**src/common/ithp_pkg.sv**
```systemverilog
// ==========================================================
// shared constants for the interval timer host programming
package ithp_pkg;

  // ==========================================================
  // widths and counts
  localparam int ITHP_DATA_W    = 8;
  localparam int ITHP_CNT_W     = 16;
  localparam int ITHP_CHANNELS  = 3;

  // ==========================================================
  // port address decode
  localparam logic [1:0] ITHP_ADDR_CTRL = 2'h3;   // control word, write only
  localparam logic [1:0] ITHP_SEL_RB    = 2'h3;   // select code for read-back

  // ==========================================================
  // control word field positions
  localparam int ITHP_CW_SEL_HI  = 7;
  localparam int ITHP_CW_SEL_LO  = 6;
  localparam int ITHP_CW_RW_HI   = 5;
  localparam int ITHP_CW_RW_LO   = 4;
  localparam int ITHP_CW_MODE_HI = 3;
  localparam int ITHP_CW_MODE_LO = 1;
  localparam int ITHP_CW_BCD     = 0;

  // ==========================================================
  // read-back command fields, active low latch selects
  localparam int ITHP_RB_NCOUNT  = 5;
  localparam int ITHP_RB_NSTATUS = 4;
  localparam int ITHP_RB_CH0     = 1;

  // ==========================================================
  // reset values
  localparam logic [5:0]  ITHP_CW_RESET   = 6'h00;
  localparam logic [15:0] ITHP_CNTREG_RESET = 16'h0000;
  localparam logic [7:0]  ITHP_BYTE_RESET = 8'h00;
  localparam logic [4:0]  ITHP_BUS_IDLE   = 5'h1C;  // strobes and select high
  localparam logic [5:0]  ITHP_CH_IDLE    = 6'h00;

  // byte access formats
  typedef enum logic [1:0] {
    ITHP_RW_LATCH = 2'b00,
    ITHP_RW_LSB   = 2'b01,
    ITHP_RW_MSB   = 2'b10,
    ITHP_RW_BOTH  = 2'b11
  } ithp_rw_t;

  // high byte selected by the format and the byte pointer
  function automatic logic ithp_byte_hi(input logic [1:0] rw, input logic ptr);
    return (rw == ITHP_RW_MSB) || ((rw == ITHP_RW_BOTH) && ptr);
  endfunction

  // one step down, binary or four decades of bcd
  function automatic logic [15:0] ithp_dec(input logic [15:0] val, input logic bcd);
    logic [15:0] res;
    logic        borrow;
    res    = val - 16'h0001;
    borrow = 1'b1;
    if (bcd) begin
      for (int i = 0; i < 4; i++) begin
        if (!borrow) begin
          res[i*4 +: 4] = val[i*4 +: 4];
        end else if (val[i*4 +: 4] == 4'h0) begin
          res[i*4 +: 4] = 4'h9;
        end else begin
          res[i*4 +: 4] = val[i*4 +: 4] - 4'h1;
          borrow        = 1'b0;
        end
      end
    end
    return res;
  endfunction

endpackage

```
**src/core/ithp_sync.sv**
```systemverilog
`timescale 1ns/10ps
// ==========================================================
// two flip-flop synchroniser for pins
module ithp_sync #(
  parameter int           W         = 1,
  parameter logic [W-1:0] RESET_VAL = '0
) (
  // clock and reset
  input  wire logic         clk,
  input  wire logic         reset_n,
  // pins in, synchronised out
  input  wire logic [W-1:0] pin_in,
  output logic      [W-1:0] sync_out
);

  logic [W-1:0] meta_ff;
  logic [W-1:0] sync_ff;

  // first stage is read only by the second
  always_ff @(posedge clk or negedge reset_n) begin
    if (!reset_n) begin
      meta_ff <= RESET_VAL;
      sync_ff <= RESET_VAL;
    end else begin
      meta_ff <= pin_in;
      sync_ff <= meta_ff;
    end
  end

  assign sync_out = sync_ff;

endmodule

```
**src/core/ithp_down_counter.sv**
```systemverilog
`timescale 1ns/10ps
// ==========================================================
// presettable synchronous down counter, binary or bcd
module ithp_down_counter #(
  parameter int W = 16
) (
  // clock and reset
  input  wire logic         clk,
  input  wire logic         reset_n,
  // control
  input  wire logic         load,
  input  wire logic [W-1:0] load_val,
  input  wire logic         dec,
  input  wire logic         bcd,
  // state
  output logic      [W-1:0] count
);
  import ithp_pkg::*;

  logic [W-1:0] count_ff;
  logic [W-1:0] nxt_count;

  // load wins over a decrement step
  assign nxt_count = load ? load_val
                   : dec  ? W'(ithp_dec(16'(count_ff), bcd))
                   : count_ff;

  always_ff @(posedge clk or negedge reset_n) begin
    if (!reset_n) begin
      count_ff <= '0;
    end else begin
      count_ff <= nxt_count;
    end
  end

  assign count = count_ff;

endmodule

```
**src/core/ithp_timer.sv**
```systemverilog
`timescale 1ns/10ps
// How it works
// - eight-bit data pins driven only during a selected counter read.
// - two address pins pick counter 0, 1, 2 or the control word.
// - read and write strobes count only while chip select is low.
// - read strobe reads a counter; write strobe writes control or count.
// - control address stores a control word and never answers reads.
// - three identical channels, each with its own mode.
// - sixteen-bit down counter, never read or written by the host directly.
// - output latch follows the counter unless latched, until read.
// - reads return a latched status byte first, else output latch bytes, one byte at a time.
// - count bytes load one at a time, move to the counter together.
// - a mode-setting control word clears both count register bytes.
// - latched status holds control word, output level and null count.
// - nothing needs a power-up value; reset gives zeros, except chip select and strobe synchronisers, which reset high.
// - top control bits pick the channel; code 11 is read-back.
// - byte access field: latch, low only, high only, low then high.
// - three mode bits pick modes 0 to 5; spare bits written zero.
// - lowest control bit picks binary or four-decade bcd counting.
// - a new count leaves the programmed mode unchanged.
module ithp_timer
  import ithp_pkg::*;
#(
  parameter int CHANNELS = ithp_pkg::ITHP_CHANNELS
) (
  // clock and reset
  input  wire logic                          clk,
  input  wire logic                          reset_n,
  // host data pins
  input  wire logic [ithp_pkg::ITHP_DATA_W-1:0] data_in,
  output logic      [ithp_pkg::ITHP_DATA_W-1:0] data_out,
  output logic                               data_oe,
  // host address and strobes
  input  wire logic                          port_select_hi,
  input  wire logic                          port_select_lo,
  input  wire logic                          chip_select_n,
  input  wire logic                          read_n,
  input  wire logic                          write_n,
  // channel pins
  input  wire logic [CHANNELS-1:0]           count_clk,
  input  wire logic [CHANNELS-1:0]           gate,
  output logic      [CHANNELS-1:0]           timer_out
);
  import ithp_pkg::*;

  // ==========================================================
  // pin synchronisers
  logic [4:0]             bus_sync;
  logic [ITHP_DATA_W-1:0] data_sync;
  logic [2*CHANNELS-1:0]  ch_sync;

  ithp_sync #(.W(5), .RESET_VAL(ITHP_BUS_IDLE)) u_bus_sync (
    .clk      (clk),
    .reset_n  (reset_n),
    .pin_in   ({chip_select_n, read_n, write_n, port_select_hi, port_select_lo}),
    .sync_out (bus_sync)
  );

  ithp_sync #(.W(ITHP_DATA_W), .RESET_VAL(ITHP_BYTE_RESET)) u_data_sync (
    .clk      (clk),
    .reset_n  (reset_n),
    .pin_in   (data_in),
    .sync_out (data_sync)
  );

  ithp_sync #(.W(2*CHANNELS), .RESET_VAL((2*CHANNELS)'(ITHP_CH_IDLE))) u_ch_sync (
    .clk      (clk),
    .reset_n  (reset_n),
    .pin_in   ({count_clk, gate}),
    .sync_out (ch_sync)
  );

  // ==========================================================
  // strobe qualification
  logic       s_cs_n;
  logic       s_rd_n;
  logic       s_wr_n;
  logic [1:0] s_addr;
  logic       rd_act;
  logic       wr_act;

  // address pins form the port code
  assign s_addr = bus_sync[1:0];
  assign s_cs_n = bus_sync[4];
  assign s_rd_n = bus_sync[3];
  assign s_wr_n = bus_sync[2];
  assign rd_act = ~s_cs_n & ~s_rd_n;
  assign wr_act = ~s_cs_n & ~s_wr_n;

  // ==========================================================
  // access capture; an access takes effect at its trailing edge
  logic                   rd_act_ff;
  logic                   wr_act_ff;
  logic [1:0]             rd_addr_ff;
  logic [1:0]             wr_addr_ff;
  logic [ITHP_DATA_W-1:0] wr_data_ff;
  logic [1:0]             nxt_rd_addr;
  logic [1:0]             nxt_wr_addr;
  logic [ITHP_DATA_W-1:0] nxt_wr_data;
  logic                   rd_done;
  logic                   wr_done;

  // track address and data while the strobe is low, hold them after
  assign nxt_rd_addr = rd_act ? s_addr : rd_addr_ff;
  assign nxt_wr_addr = wr_act ? s_addr : wr_addr_ff;
  assign nxt_wr_data = wr_act ? data_sync : wr_data_ff;
  assign rd_done     = rd_act_ff & ~rd_act;
  assign wr_done     = wr_act_ff & ~wr_act;

  always_ff @(posedge clk or negedge reset_n) begin
    if (!reset_n) begin
      rd_act_ff  <= 1'b0;
      wr_act_ff  <= 1'b0;
      rd_addr_ff <= 2'h0;
      wr_addr_ff <= 2'h0;
      wr_data_ff <= ITHP_BYTE_RESET;
    end else begin
      rd_act_ff  <= rd_act;
      wr_act_ff  <= wr_act;
      rd_addr_ff <= nxt_rd_addr;
      wr_addr_ff <= nxt_wr_addr;
      wr_data_ff <= nxt_wr_data;
    end
  end

  // ==========================================================
  // control word decode
  logic       cw_wr;
  logic [1:0] cw_sel;
  logic       cw_rb;
  logic [1:0] cw_rw;
  logic [2:0] cw_mode;

  assign cw_wr   = wr_done & (wr_addr_ff == ITHP_ADDR_CTRL);
  // channel select field, 11 is read-back
  assign cw_sel  = wr_data_ff[ITHP_CW_SEL_HI:ITHP_CW_SEL_LO];
  assign cw_rb   = (cw_sel == ITHP_SEL_RB);
  assign cw_rw   = wr_data_ff[ITHP_CW_RW_HI:ITHP_CW_RW_LO];
  assign cw_mode = wr_data_ff[ITHP_CW_MODE_HI:ITHP_CW_MODE_LO];

  // ==========================================================
  // channels
  logic [ITHP_DATA_W-1:0] rd_byte [CHANNELS];

  for (genvar i = 0; i < CHANNELS; i++) begin : g_ch
    logic [5:0]             cw_ff;
    logic [15:0]            cnt_reg_ff;
    logic [15:0]            out_latch_ff;
    logic [7:0]             stat_ff;
    logic                   latch_held_ff;
    logic                   stat_held_ff;
    logic                   wptr_ff;
    logic                   rptr_ff;
    logic                   null_ff;
    logic                   load_pend_ff;
    logic                   armed_ff;
    logic                   out_ff;
    logic                   cclk_q_ff;
    logic [5:0]             nxt_cw;
    logic [15:0]            nxt_cnt_reg;
    logic [15:0]            nxt_out_latch;
    logic [7:0]             nxt_stat;
    logic                   nxt_latch_held;
    logic                   nxt_stat_held;
    logic                   nxt_wptr;
    logic                   nxt_rptr;
    logic                   nxt_null;
    logic                   nxt_load_pend;
    logic                   nxt_armed;
    logic                   nxt_out;
    logic [1:0]             rw;
    logic [2:0]             mode;
    logic                   prog;
    logic                   latch_cmd;
    logic                   status_cmd;
    logic                   wr_cnt;
    logic                   wr_last;
    logic                   rd_hit;
    logic                   rd_cnt;
    logic                   rd_release;
    logic                   cclk_s;
    logic                   gate_s;
    logic                   cnt_edge;
    logic                   terminal;
    logic                   ce_load;
    logic                   ce_dec;
    logic                   out_on_dec;
    logic [15:0]            ce;

    assign rw     = cw_ff[ITHP_CW_RW_HI:ITHP_CW_RW_LO];
    assign mode   = cw_ff[ITHP_CW_MODE_HI:ITHP_CW_MODE_LO];
    assign cclk_s = ch_sync[CHANNELS + i];
    assign gate_s = ch_sync[i];

    assign prog       = cw_wr & (cw_sel == 2'(i)) & (cw_rw != ITHP_RW_LATCH);
    assign latch_cmd  = cw_wr & (((cw_sel == 2'(i)) & (cw_rw == ITHP_RW_LATCH))
                      | (cw_rb & ~wr_data_ff[ITHP_RB_NCOUNT] & wr_data_ff[ITHP_RB_CH0+i]));
    assign status_cmd = cw_wr & cw_rb & ~wr_data_ff[ITHP_RB_NSTATUS]
                      & wr_data_ff[ITHP_RB_CH0+i];
    assign wr_cnt     = wr_done & (wr_addr_ff == 2'(i));
    assign wr_last    = wr_cnt & ((rw != ITHP_RW_BOTH) | wptr_ff);
    assign rd_hit     = rd_done & (rd_addr_ff == 2'(i));
    assign rd_cnt     = rd_hit & ~stat_held_ff;
    assign rd_release = rd_cnt & ((rw != ITHP_RW_BOTH) | rptr_ff);

    // mode field stored; bcd bit stored; count write keeps it
    assign nxt_cw = prog ? wr_data_ff[5:0] : cw_ff;
    // one byte per write into the count register
    assign nxt_cnt_reg = prog ? ITHP_CNTREG_RESET
                       : !wr_cnt ? cnt_reg_ff
                       : ithp_byte_hi(rw, wptr_ff) ? {wr_data_ff, cnt_reg_ff[7:0]}
                       : {cnt_reg_ff[15:8], wr_data_ff};
    // byte pointers alternate, cleared by programming
    assign nxt_wptr = prog ? 1'b0 : (wr_cnt & (rw == ITHP_RW_BOTH)) ? ~wptr_ff : wptr_ff;
    assign nxt_rptr = prog ? 1'b0 : (rd_cnt & (rw == ITHP_RW_BOTH)) ? ~rptr_ff : rptr_ff;
    // count complete: set wins over the transfer edge
    assign nxt_load_pend = prog ? 1'b0 : wr_last ? 1'b1 : cnt_edge ? 1'b0 : load_pend_ff;
    assign nxt_null      = (prog | wr_last) ? 1'b1
                         : (cnt_edge & load_pend_ff) ? 1'b0 : null_ff;
    assign nxt_armed     = prog ? 1'b0 : (cnt_edge & load_pend_ff) ? 1'b1 : armed_ff;

    // follow the counter until latched, release after the read
    assign nxt_latch_held = prog ? 1'b0 : latch_cmd ? 1'b1 : rd_release ? 1'b0 : latch_held_ff;
    assign nxt_out_latch  = latch_held_ff ? out_latch_ff : ce;
    // status snapshot of control word, output and null count
    assign nxt_stat      = (status_cmd & ~stat_held_ff) ? {out_ff, null_ff, cw_ff} : stat_ff;
    assign nxt_stat_held = status_cmd ? 1'b1 : rd_hit ? 1'b0 : stat_held_ff;

    // status first, else one output latch byte
    assign rd_byte[i] = stat_held_ff ? stat_ff
                      : ithp_byte_hi(rw, rptr_ff) ? out_latch_ff[15:8] : out_latch_ff[7:0];

    // counting on falling count clock edges, gate enabled
    assign cnt_edge = cclk_q_ff & ~cclk_s;
    assign terminal = (ce == 16'h0001) & mode[1];
    // both bytes reach the counter together
    assign ce_load  = cnt_edge & (load_pend_ff | (armed_ff & gate_s & terminal));
    assign ce_dec   = cnt_edge & ~load_pend_ff & armed_ff & gate_s & ~terminal;

    // output level per mode family on a decrement step
    assign out_on_dec = mode[1] ? (mode[0] ? out_ff : (ce != 16'h0002))
                      : mode[2] ? (ce != 16'h0001)
                      : (out_ff | (ce == 16'h0001));
    assign nxt_out = prog ? (cw_mode != 3'h0)
                   : ce_dec ? out_on_dec
                   : (ce_load & ~load_pend_ff & mode[0]) ? ~out_ff
                   : out_ff;

    // counting element hidden from the host
    ithp_down_counter #(.W(ITHP_CNT_W)) u_ce (
      .clk      (clk),
      .reset_n  (reset_n),
      .load     (ce_load),
      .load_val (cnt_reg_ff),
      .dec      (ce_dec),
      .bcd      (cw_ff[ITHP_CW_BCD]),
      .count    (ce)
    );

    always_ff @(posedge clk or negedge reset_n) begin
      if (!reset_n) begin
        cw_ff        <= ITHP_CW_RESET;
        cnt_reg_ff    <= ITHP_CNTREG_RESET;
        out_latch_ff  <= ITHP_CNTREG_RESET;
        stat_ff       <= ITHP_BYTE_RESET;
        latch_held_ff <= 1'b0;
        stat_held_ff <= 1'b0;
        wptr_ff      <= 1'b0;
        rptr_ff      <= 1'b0;
        null_ff      <= 1'b0;
        load_pend_ff <= 1'b0;
        armed_ff     <= 1'b0;
        out_ff       <= 1'b0;
        cclk_q_ff    <= 1'b0;
      end else begin
        cw_ff        <= nxt_cw;
        cnt_reg_ff    <= nxt_cnt_reg;
        out_latch_ff  <= nxt_out_latch;
        stat_ff       <= nxt_stat;
        latch_held_ff <= nxt_latch_held;
        stat_held_ff <= nxt_stat_held;
        wptr_ff      <= nxt_wptr;
        rptr_ff      <= nxt_rptr;
        null_ff      <= nxt_null;
        load_pend_ff <= nxt_load_pend;
        armed_ff     <= nxt_armed;
        out_ff       <= nxt_out;
        cclk_q_ff    <= cclk_s;
      end
    end

    assign timer_out[i] = out_ff;   // straight from the flop
  end

  // ==========================================================
  // read data path
  logic                   rd_sel;
  logic [ITHP_DATA_W-1:0] nxt_data_out;
  logic [ITHP_DATA_W-1:0] data_out_ff;
  logic                   data_oe_ff;

  // drive only during a selected counter read
  assign rd_sel       = rd_act & (s_addr != ITHP_ADDR_CTRL);
  assign nxt_data_out = rd_sel ? rd_byte[s_addr] : data_out_ff;

  always_ff @(posedge clk or negedge reset_n) begin
    if (!reset_n) begin
      data_out_ff <= ITHP_BYTE_RESET;
      data_oe_ff  <= 1'b0;
    end else begin
      data_out_ff <= nxt_data_out;
      data_oe_ff  <= rd_sel;
    end
  end

  assign data_out = data_out_ff;
  assign data_oe  = data_oe_ff;

endmodule

```
**config.mk**
```make
export PLATFORM = sky130hd
export DESIGN_NAME = ithp_timer
export DESIGN_NICKNAME = d
export VERILOG_FILES = /design/src/common/ithp_pkg.sv /design/src/core/ithp_sync.sv /design/src/core/ithp_down_counter.sv /design/src/core/ithp_timer.sv
export SDC_FILE = /design/constraint.sdc
export NUM_CORES = 1
export LEC_CHECK = 0
export ABC_AREA = 1
export BUFFER_PORTS_ARGS = -buffer_cell sky130_fd_sc_hd__buf_2
export CAP_MARGIN = 20
export CORE_ASPECT_RATIO = 0.8
export CORE_MARGIN = 2
export CORE_UTILIZATION = 35
export CTS_BUF_LIST = sky130_fd_sc_hd__clkbuf_4
export CTS_CLUSTER_SIZE = 30
export DETAILED_ROUTE_END_ITERATION = 12
export PLACE_DENSITY = 0.54
export SYNTH_ARGS = -nofsm -noshare
export SYNTH_HDL_FRONTEND = slang
export SYNTH_HIERARCHICAL = 1
export SYNTH_SLANG_ARGS = --single-unit
```
**constraint.sdc**
```tcl
create_clock -name clk -period 5.6 [get_ports clk]
set_clock_uncertainty 0.15 [all_clocks]
set_input_delay 0.28 -clock clk [delete_from_list [all_inputs] [get_ports clk]]
set_output_delay 0.28 -clock clk [all_outputs]
set_load 0.01 [all_outputs]
```
# [After elaboration in Yosys (flattened, before gate mapping)]
# Index checks and enable logic that the tools add are counted.
[classes] reduce_logical=81 n_mux=138 n_bitwise=134 n_eq_ne=42 magnitude_cmp=1 add_sub_neg=15
[op_table] cell="$mux 16" n=18
[op_table] cell="$mux 1" n=90
[op_table] cell="$and 1x1->1" n=87
[op_table] cell="$mux 4" n=21
[op_table] cell="$mux 8" n=8
[op_table] cell="$reduce_bool 2->1" n=25
[op_table] cell="$eq 16x1->1 const B" n=3
[op_table] cell="$logic_not 4->1" n=12
[op_table] cell="$ne 16x1->1 const B" n=3
[op_table] cell="$ne 16x2->1 const B" n=3
[op_table] cell="$sub 16x1->16 const B" n=3
[op_table] cell="$sub 4x1->4 const B" n=12
[op_table] cell="$reduce_and 2->1" n=18
[op_table] cell="$reduce_bool 3->1" n=10
[op_table] cell="$not 1->1" n=28
[op_table] cell="$ne 3x1->1 const B" n=9
[op_table] cell="$eq 2x2->1 const B" n=11
[op_table] cell="$or 1x1->1" n=18
[op_table] cell="$bmux 8 s2" n=1
[op_table] cell="$ne 2x2->1 const B" n=7
[op_table] cell="$ne 4x4->1 const B" n=3
[op_table] cell="$logic_not 2->1" n=4
[op_table] cell="$eq 2x1->1 const B" n=3
[op_table] cell="$logic_and 1x1->1" n=6
[op_table] cell="3 further kinds" n=8
[totals] reg_bits=274 word_cells=478 in_bits=21 output_inout_bits=12

# [Longest topological paths before layout]
# Gate-level depths: netlist of the first run.
[logic_depth] depth_word=11 depth_mapped=15 mapped_depth_nobuf=15

# [Cells and area by module]
# Netlist of the first run, hierarchy kept.
[modules_own_cells] module="ithp_timer" n_inst=1 cells_each=1023 area_per_inst_um2=8730.9 seq_area_each_um2=4704.5
[modules_own_cells] module="ithp_down_counter (g_ch[0].u_ce ...)" n_inst=2 cells_each=226 area_per_inst_um2=1340.0 seq_area_each_um2=400.4
[modules_own_cells] module="ithp_down_counter (g_ch[2].u_ce)" n_inst=1 cells_each=226 area_per_inst_um2=1337.5 seq_area_each_um2=400.4
[modules_own_cells] module="ithp_sync (u_data_sync)" n_inst=1 cells_each=16 area_per_inst_um2=400.4 seq_area_each_um2=400.4
[modules_own_cells] module="ithp_sync (u_ch_sync)" n_inst=1 cells_each=12 area_per_inst_um2=300.3 seq_area_each_um2=300.3
[modules_own_cells] module="ithp_sync (u_bus_sync)" n_inst=1 cells_each=10 area_per_inst_um2=257.7 seq_area_each_um2=257.7

# [Least setup slack after synthesis of the first run]
# OpenSTA, ideal clock, no wires.
[synth_path] path_kind="reg2reg" start="register g_ch[0].u_ce.count_ff[15]" end="register g_ch[0].u_ce.count_ff[15]" slack_ps=3361 n_path_buf=0 stages_incl_launch_ff=16 required_time_ps=5385 period_less_slack_ps=2239 t_arrival_ps=2024 path_cell_list="dfrtp_1 -> nor2_1 -> nand2_1 -> nor2_1 -> nand3_1 -> nor2_1 -> nor2_1 -> nor2_1 -> nor2_1 -> a21oi_4 -> nand2_4 -> nor2_4 -> inv_2 -> nor2_2 -> nand2_1 -> nand2_1"
[synth_between] elab_chain_len=7 word_cells_on_any_way=18 classes_between="2 x add/sub; 2 x eq/ne; 5 x mux; 6 x bitwise; 3 x reduce/logical"
[synth_lines] item="from (decl)" line="ithp_down_counter.sv:20" rtl="logic [W-1:0] count_ff;"
[synth_lines] item="from (signal assigned)" line="ithp_down_counter.sv:32" rtl="count_ff <= nxt_count;"
[synth_lines] item="$eq 16x1->1 (*)" line="ithp_timer.sv:235" rtl="assign terminal = (ce == 16'h0001) & mode[1];"
[synth_lines] item="$and 1x1->1 (*)" line="ithp_timer.sv:235"
[synth_lines] item="$and 1x1->1 (*)" line="ithp_timer.sv:237" rtl="assign ce_load = cnt_edge & (load_pend_ff | (armed_ff & gate_s & terminal));"
[synth_lines] item="$or 1x1->1 (*)" line="ithp_timer.sv:237"
[synth_lines] item="$and 1x1->1 (*)" line="ithp_timer.sv:237"
[synth_lines] item="via g_ch[0].ce_load" line="ithp_timer.sv:185" rtl="logic ce_load;"
[synth_lines] item="$ne 3x1->1 (no source line) / $reduce_bool 2->1 (equally long branches)"
[synth_lines] item="$reduce_and 2->1 (no source line)"
# Mark *: on every way through the listed nets, which the timed path passes. The rest lies on a longest branch. The select of a mux whose other input is x is not followed.
# A chain may end at the register's enable or synchronous reset.

# [Worst setup path in the final report of the first run]
[layout_path] start="register g_ch[2].u_ce.count_ff[14]" end="register g_ch[2].u_ce.count_ff[13]"
[layout_between] elab_chain_len=7 word_cells_on_any_way=16 classes_between="2 x eq/ne; 5 x mux; 6 x bitwise; 3 x reduce/logical"
[layout_lines] item="from (decl)" line="ithp_down_counter.sv:20"
[layout_lines] item="from (signal assigned)" line="ithp_down_counter.sv:32"
[layout_lines] item="$eq 16x1->1 (*)" line="ithp_timer.sv:235"
[layout_lines] item="$and 1x1->1 (*)" line="ithp_timer.sv:235"
[layout_lines] item="$and 1x1->1 (*)" line="ithp_timer.sv:237"
[layout_lines] item="$or 1x1->1 (*)" line="ithp_timer.sv:237"
[layout_lines] item="$and 1x1->1 (*)" line="ithp_timer.sv:237"
[layout_lines] item="via g_ch[2].ce_load" line="ithp_timer.sv:185"
[layout_lines] item="$ne 3x1->1 (no source line) / $reduce_bool 2->1 (equally long branches)"
[layout_lines] item="$reduce_and 2->1 (no source line)"
# Marks and branches as above.

==> results of run 1 <==
[flip-flops by register name, indices dropped and copies added (netlist names), 5 cells and up]
signal,flops
data_out,8
g_ch.cnt_reg_ff,48
g_ch.cw_ff,18
g_ch.out_latch_ff,48
g_ch.stat_ff,24
g_ch.u_ce/count,48
u_bus_sync/meta_ff,5
u_bus_sync/sync_out,5
u_ch_sync/meta_ff,6
u_ch_sync/sync_out,6
u_data_sync/meta_ff,8
u_data_sync/sync_out,8
wr_data_ff,8
[report_power, final]
part	switching, mW	total (mW)	internal (mW)
registers	0.565	3.03	2.46
logic	1.34	2.10	0.756
clock network	0.871	1.84	0.966
[timing repair]
item                                   in CTS  in global routing
setup endpoints to repair                   0                  0
hold buffers                               37                  0
endpoints found under the hold margin     122                  0
[worst max-delay path: stages, from the launching register on]
cell and delay, ns:
dfrtp_1 0.46, nor2_1 0.12, nand2_1 0.06, nor2_1 0.30, nand3_1 0.16, nor2_1 0.11
nor2_1 0.05, nor2_1 0.08, buf_4 0.23, inv_1 0.34, or2_2 0.40, nand2_1 0.07
nand2_1 0.05, nand2_1 0.05, nand2_1 0.05
[worst max-delay path by stage]
stage | end | slack (ns) | cells after the start
after global placement | g_ch[2].u_ce/count[13]$_DFFE_PN0P_ | 2.86 | 14
final | g_ch[2].u_ce/count[13]$_DFFE_PN0P_ | 2.80 | 14
after global routing | g_ch[0].u_ce/count[15]$_DFFE_PN0P_ | 2.52 | 16
after CTS | g_ch[2].u_ce/count[13]$_DFFE_PN0P_ | 2.83 | 14
after detailed placement | g_ch[2].u_ce/count[13]$_DFFE_PN0P_ | 2.84 | 14
after floorplan | g_ch[0].u_ce/count[15]$_DFFE_PN0P_ | 3.36 | 15
[cells in the final DEF, fill, tap and decap left out, types with 4 or more instances in the layout]
| cell type | netlist | layout |
|---|---|---|
| and2_1 | 8 | 8 |
| inv_1 | 221 | 221 |
| o21ai_1 | 9 | 9 |
| o21ai_2 | 20 | 20 |
| dfrtp_1 | 268 | 268 |
| nor2_2 | 7 | 7 |
| dfstp_2 | 6 | 6 |
| nand2_1 | 435 | 435 |
| o22ai_1 | 48 | 48 |
| a21oi_1 | 82 | 82 |
| nor3_1 | 8 | 8 |
| nand3_1 | 75 | 75 |
| buf_2 | 7 | 31 |
| nor2_4 | 7 | 7 |
| ha_1 | 6 | 6 |
| o21bai_1 | 10 | 10 |
| o21ai_0 | 138 | 138 |
| nand2_2 | 11 | 11 |
| dlygate4sd3_1 | 0 | 37 |
| or2_2 | 6 | 6 |
| clkbuf_4 | 0 | 112 |
| mux2_2 | 18 | 18 |
| nor2_1 | 238 | 238 |
| clkinv_1 | 2 | 16 |
| inv_2 | 7 | 10 |
| o211ai_1 | 20 | 20 |
| buf_4 | 9 | 4 |
[through the flow]
step	cell area (sq um)	util (%)	hold WS [ns]	setup WS (ns)	std cells
5_1_grt	15600	40.6	0.0169	2.52	2390
6_report	15600	40.6	0.00669	2.80	2391
4_1_cts	15600	40.6	0.00172	2.83	2389
3_5_place_dp	14300	37.1	0.186	2.84	2216
2_1_floorplan	13700	-	-0.166	3.36	1739
3_3_place_gp	14300	37.1	0.185	2.86	2216
[layer usage]
metal	track usage, %	routed length [um]	share of wire (%)
met3	3.71	1700	4.6
met5	0	0	0
met2	26.4	15500	42
met1	28.5	19200	52
met4	6.09	793	2.1
[kinds of logic (layout without fill, tap and decap cells)]
logic type	after synthesis	count (layout)	share of synthesized area [%]
multiplexers	18	18	1.48
buffers and inverters	285	440	8.28
adder cells (fa/ha/maj)	6	6	0.548
flip-flops	274	274	50.1
AO/OA/AOI/OAI	347	347	14.9
other	0	2	0
AND/OR/NAND/NOR	809	809	24.7
[final cells by class]
cell class,instances,area [sq um]
well taps,495,619
clock buffers,112,841
flip-flops and latches,274,6860
multi-input cells,1180,5710
repair buffers,74,591
clock inverters,24,133
diodes,2,5.00
inverters,230,863
fillers,3970,22800
==> summary.txt, run 1 <==
outcome = complete, no violations
initial antenna violation count = 1
crit path launch = g_ch[2].u_ce/count[14]$_DFFE_PN0P_
Initial DRT Pass Iterations = 5
top-count cell post-synth = nand2_1
Num CTS Buffers = 75
area delta synth->final = 14.0%
reg2reg path depth = 14
CP endpoint kind = flop
Worst-Skew Late Latency = 0.77 ns
ys flop type = dfrtp_1
Synth Cell Area = 0.0137 sq mm
register area share after synthesis = 50.1%
Post-synth EDFFs = 0
crit-path max FO = 21
layout cells sized above 1 = 13.6%
asr flop ratio synth = 100%
global placer's final weighted congestion = 0.863
leak pwr = 7.83 nW
maximum number of pins on one net before global-route repair = 106
ranking of synthesized cells by area = dfrtp_1 49%, nand2_1 12%, nor2_1 6.5%
GRT overflow = 0
Max-slew headroom = 19.9%
CTS root buf = clkbuf_4
worst IR drop on VDD = 0.217 mV
WL final = 37100 um
Critical Path Source Type = flop
Ys Warns = 6
CTS tree = built
# port buffers = 32
critical path class = reg2reg
max_cap viols = 0
I/O pins = 33
syn_nets = 1766
1st-iter DRT viols = 1014
post-CTS setup buffers = 0
Placement Rows = 64
unrepaired setup endpoints after global routing = no
full die area = 0.0408 sq mm
Final min period = 2.80 ns
Syn Inst Count = 1739
detailed placement HPWL = 25700 um
setup violators final = 0
Netlist cell types = 40
core footprint = 0.0384 sq mm
Crit Reg-Reg Startpoint = g_ch[2].u_ce/count[14]$_DFFE_PN0P_
global-route usage over all layers = 18.7%
H-tree levels = 3
total power draw = 6.96 mW
WP data required = 6.10 ns
RR Endpoint = g_ch[2].u_ce/count[13]$_DFFE_PN0P_
CTS-repair resized insts = 0
Final ANT Viol Nets = 0
Die Wd = 225 um
Worst Path Arrival = 3.30 ns
final hold vios = 0
Slew Limit Fails = 0
area share of the largest cell type after synthesis = 48.9%
detailed-route wire length per cell = 15.5 um
Vias = 11692
CTS Buffer Depth = 3
DR vias/cell = 4.89
FF-to-FF setup slack = 2.80 ns
number of global-route vias before repair = 11117
clk sinks = 274
post-synthesis register bit count = 274
Worst Tran Pin Value = 1.19 ns
global-route wire length before repair = 60100 um
Post-synth top cells = 435 x nand2_1, 268 x dfrtp_1, 238 x nor2_1, 221 x inv_1, 138 x o21ai_0
Synth area leader = dfrtp_1
Hold Crit Class = in2async
power per cell area = 446 mW/mm^2
CTS clk-pin slew, worst paths = 0.06 ns
setup_tns = 0 ns
syn avg cell area = 7.88 sq um
final worst-path cycle share = 50.0%
Starting Density = 35.7%
Nets = 1862
Remaining DRCs = 0
f_max = 357 MHz
Die Y = 181 um
Note: power is estimated with default switching activity, not from simulation.
==> run 2, diff against run 1 <==
--- a/config.mk
+++ b/config.mk
@@ -5,7 +5,7 @@
 export SDC_FILE = /design/constraint.sdc
 export NUM_CORES = 1
 export LEC_CHECK = 0
-export ABC_AREA = 1
+export ABC_AREA = 0
 export BUFFER_PORTS_ARGS = -buffer_cell sky130_fd_sc_hd__buf_2
 export CAP_MARGIN = 20
 export CORE_ASPECT_RATIO = 0.8
@@ -14,7 +14,7 @@
 export CTS_BUF_LIST = sky130_fd_sc_hd__clkbuf_4
 export CTS_CLUSTER_SIZE = 30
 export DETAILED_ROUTE_END_ITERATION = 12
-export PLACE_DENSITY = 0.54
+export PLACE_DENSITY = 0.55
 export SYNTH_ARGS = -nofsm -noshare
 export SYNTH_HDL_FRONTEND = slang
 export SYNTH_HIERARCHICAL = 1
==> constraint.sdc (replaced) <==
create_clock -name clk -period 2.55 [get_ports clk]
set_clock_uncertainty 0.15 [all_clocks]
set_input_delay 0.1275 -clock clk [delete_from_list [all_inputs] [get_ports clk]]
set_output_delay 0.1275 -clock clk [all_outputs]
set_load 0.01 [all_outputs]
==> summary.txt, run 2 <==
register area share after synthesis = 50.6%
I/O pins = 33
number of global-route vias before repair = 11242
global placer's final weighted congestion = 0.904
unrepaired setup endpoints after global routing = yes
Netlist cell types = 81
maximum number of pins on one net before global-route repair = 82
Critical Path Source Type = flop
CTS tree = built
total power draw = 17.0 mW
full die area = 0.0404 sq mm
critical path class = reg2reg
Nets = 1587
Slew Limit Fails = 0
CP max stage delay = 0.48 ns
cell family with most CP delay = simple AND/OR/NAND/NOR gates
ys flop type = dfrtp_1
detailed-route wire length per cell = 19.5 um
area share of the largest cell type after synthesis = 49.4%
global-route usage over all layers = 20.2%
Starting Density = 35.5%
detailed placement HPWL = 27300 um
Initial DRT Pass Iterations = 6
WP data required = 3.05 ns
worst IR drop on VDD = 0.512 mV
failing checks = setup timing
f_max = 364 MHz
Worst Tran Pin Value = 0.868 ns
Final min period = 2.74 ns
final cell count without fillers = 2108
Synth Cell Area = 0.0136 sq mm
critical-path cell list = nor4_2, buf_4, nand2_4, nor4b_4, a41oi_2, nor2_2, buf_6, or2b_4, a21oi_2, or4b_1, nand4_1
global-route wire length before repair = 63700 um
Remaining DRCs = 0
power per cell area = 952 mW/mm^2
asr flop ratio synth = 100%
ranking of synthesized cells by area = dfrtp_1 49%, mux2_2 8.2%, nand2_1 4.4%
Synth area leader = dfrtp_1
Vias = 11593
Syn Inst Count = 1296
post-synthesis register bit count = 274
# port buffers = 32
DR vias/cell = 5.50
final worst-path cycle share = 108%
crit-path max FO = 6
H-tree levels = 3
final setup margin = -0.194 ns
Post-synth EDFFs = 0
Ys Warns = 6
layout cells sized above 1 = 38.2%
worst slack at placement = -0.243 ns
initial antenna violation count = 2
Worst Path Arrival = 3.24 ns
core footprint = 0.0382 sq mm
syn_nets = 1323
Max stage delay cell, worst path = or4b_1
GRT overflow = 0
top-count cell post-synth = dfrtp_1
Die Y = 180 um
Final ANT Viol Nets = 0
1st-iter DRT viols = 1005
area delta synth->final = 31.4%
WL final = 41200 um
Placed Instances = 1892
CTS clk-pin slew, worst paths = 0.06 ns
outcome = complete, but fails checks
commonest non-fill, non-tap cells in the layout = 263 x dfrtp_1, 155 x nand2_1, 144 x buf_4, 116 x clkbuf_4, 99 x mux2_2
setup violators final = 32
Hold Crit Class = reg2reg
CTS root buf = clkbuf_4
max_cap viols = 0
syn avg cell area = 10.5 sq um
Placement Rows = 64
leak pwr = 7.69 nW
clk sinks = 274
Num CTS Buffers = 77
commonest non-fill, non-tap cell in the layout = dfrtp_1
final hold vios = 0
Post-synth top cells = 268 x dfrtp_1, 160 x nand2_1, 109 x o21ai_0, 99 x mux2_2, 71 x a21oi_1
CP endpoint kind = flop
post-layout util = 46.7%
Bufs and invs on worst path = 2
CTS Buffer Depth = 3
Die Wd = 224 um
Max-slew headroom = 41.7%
Worst-Skew Late Latency = 0.76 ns
==> run 2: cells by family after synthesis <==
family	after synthesis	share of synthesized area [%]
multiplexers	125	10.1
AND/OR/NAND/NOR	406	16.4
AO/OA/AOI/OAI	357	17.3
XOR/XNOR	9	0.581
adder cells (fa/ha/maj)	6	0.553
flip-flops	274	50.6
buffers and inverters	119	4.40
==> run 2: metal layers <==
layer  track usage [%]  routed length (um)  vias up
met5                 0                   0        -
met2              28.2               17500      426
met4              6.43                1050        0
met1              30.4               19800     5745
li1                  -                   -     5331
met3              4.84                2770       91
==> run 2: layout make-up <==
class | count | area [sq um]
Fill cell | 3508 | 20400
Clock inverter | 13 | 76.3
Inverter | 40 | 163
Clock buffer | 116 | 871
Antenna cell | 3 | 7.51
Tap cell | 495 | 619
Multi-Input combinational cell | 903 | 6890
Timing Repair Buffer | 264 | 2330
Sequential cell | 274 | 6870
==> run 2: per-stage QoR <==
stage               hold WS [ns]  setup TNS (ns)  cell area (sq um)
floorplan                 -0.318               0              13700
global placement         -0.0735           -3.54              15200
detailed placement       -0.0723           -4.50              15200
CTS                        0.185           -2.43              17100
global route               0.206           -7.88              17800
finish                     0.193           -2.66              17800
==> run 2: path summary, 6_finish.rpt <==
| path | startpoint | to | slack, ns | cells past startpoint |
|---|---|---|---|---|
| worst max-delay path | g_ch[2].u_ce/count[14]$_DFFE_PN0P_ | g_ch[2].u_ce/count[12]$_DFFE_PN0P_ | -0.19 | 11 |
| worst min-delay path | u_data_sync/meta_ff[6]$_DFF_PN0_ | u_data_sync/sync_out[6]$_DFF_PN0_ | 0.19 | 0 |
| worst max register to register | g_ch[2].u_ce/count[14]$_DFFE_PN0P_ | g_ch[2].u_ce/count[12]$_DFFE_PN0P_ | -0.19 | 11 |
| worst min register to register | u_data_sync/meta_ff[6]$_DFF_PN0_ | u_data_sync/sync_out[6]$_DFF_PN0_ | 0.19 | 0 |
| max in group asynchronous | reset_n | u_bus_sync/meta_ff[4]$_DFF_PN1_ | 1.39 | 4 |
| min in group asynchronous | reset_n | u_bus_sync/sync_out[4]$_DFF_PN1_ | 0.36 | 3 |
==> run 2: timing repair <==
item | CTS | global route
setup endpoints to repair | 39 | 56
buffers inserted | 16 | 25
hold buffers | 41 | 0
resized for setup | 81 | 133
pin swaps | 27 | 53
endpoints found under the hold margin | 293 | 0
cloned | 4 | 3
==> run 2: worst reg2reg max path, cell delays in order (launching register included) <==
cell and delay [ns]:
dfrtp_1 0.39, nor4_2 0.28, buf_4 0.18, nand2_4 0.06
nor4b_4 0.32, a41oi_2 0.16, nor2_2 0.19, buf_6 0.15
or2b_4 0.14, a21oi_2 0.04, or4b_1 0.48, nand4_1 0.11
==> run 2: where the power goes <==
group          internal (mW)  total [mW]  switching [mW]
Combinational           2.90        6.37            3.47
Sequential              5.47        6.58            1.11
Clock                   2.15        4.03            1.88
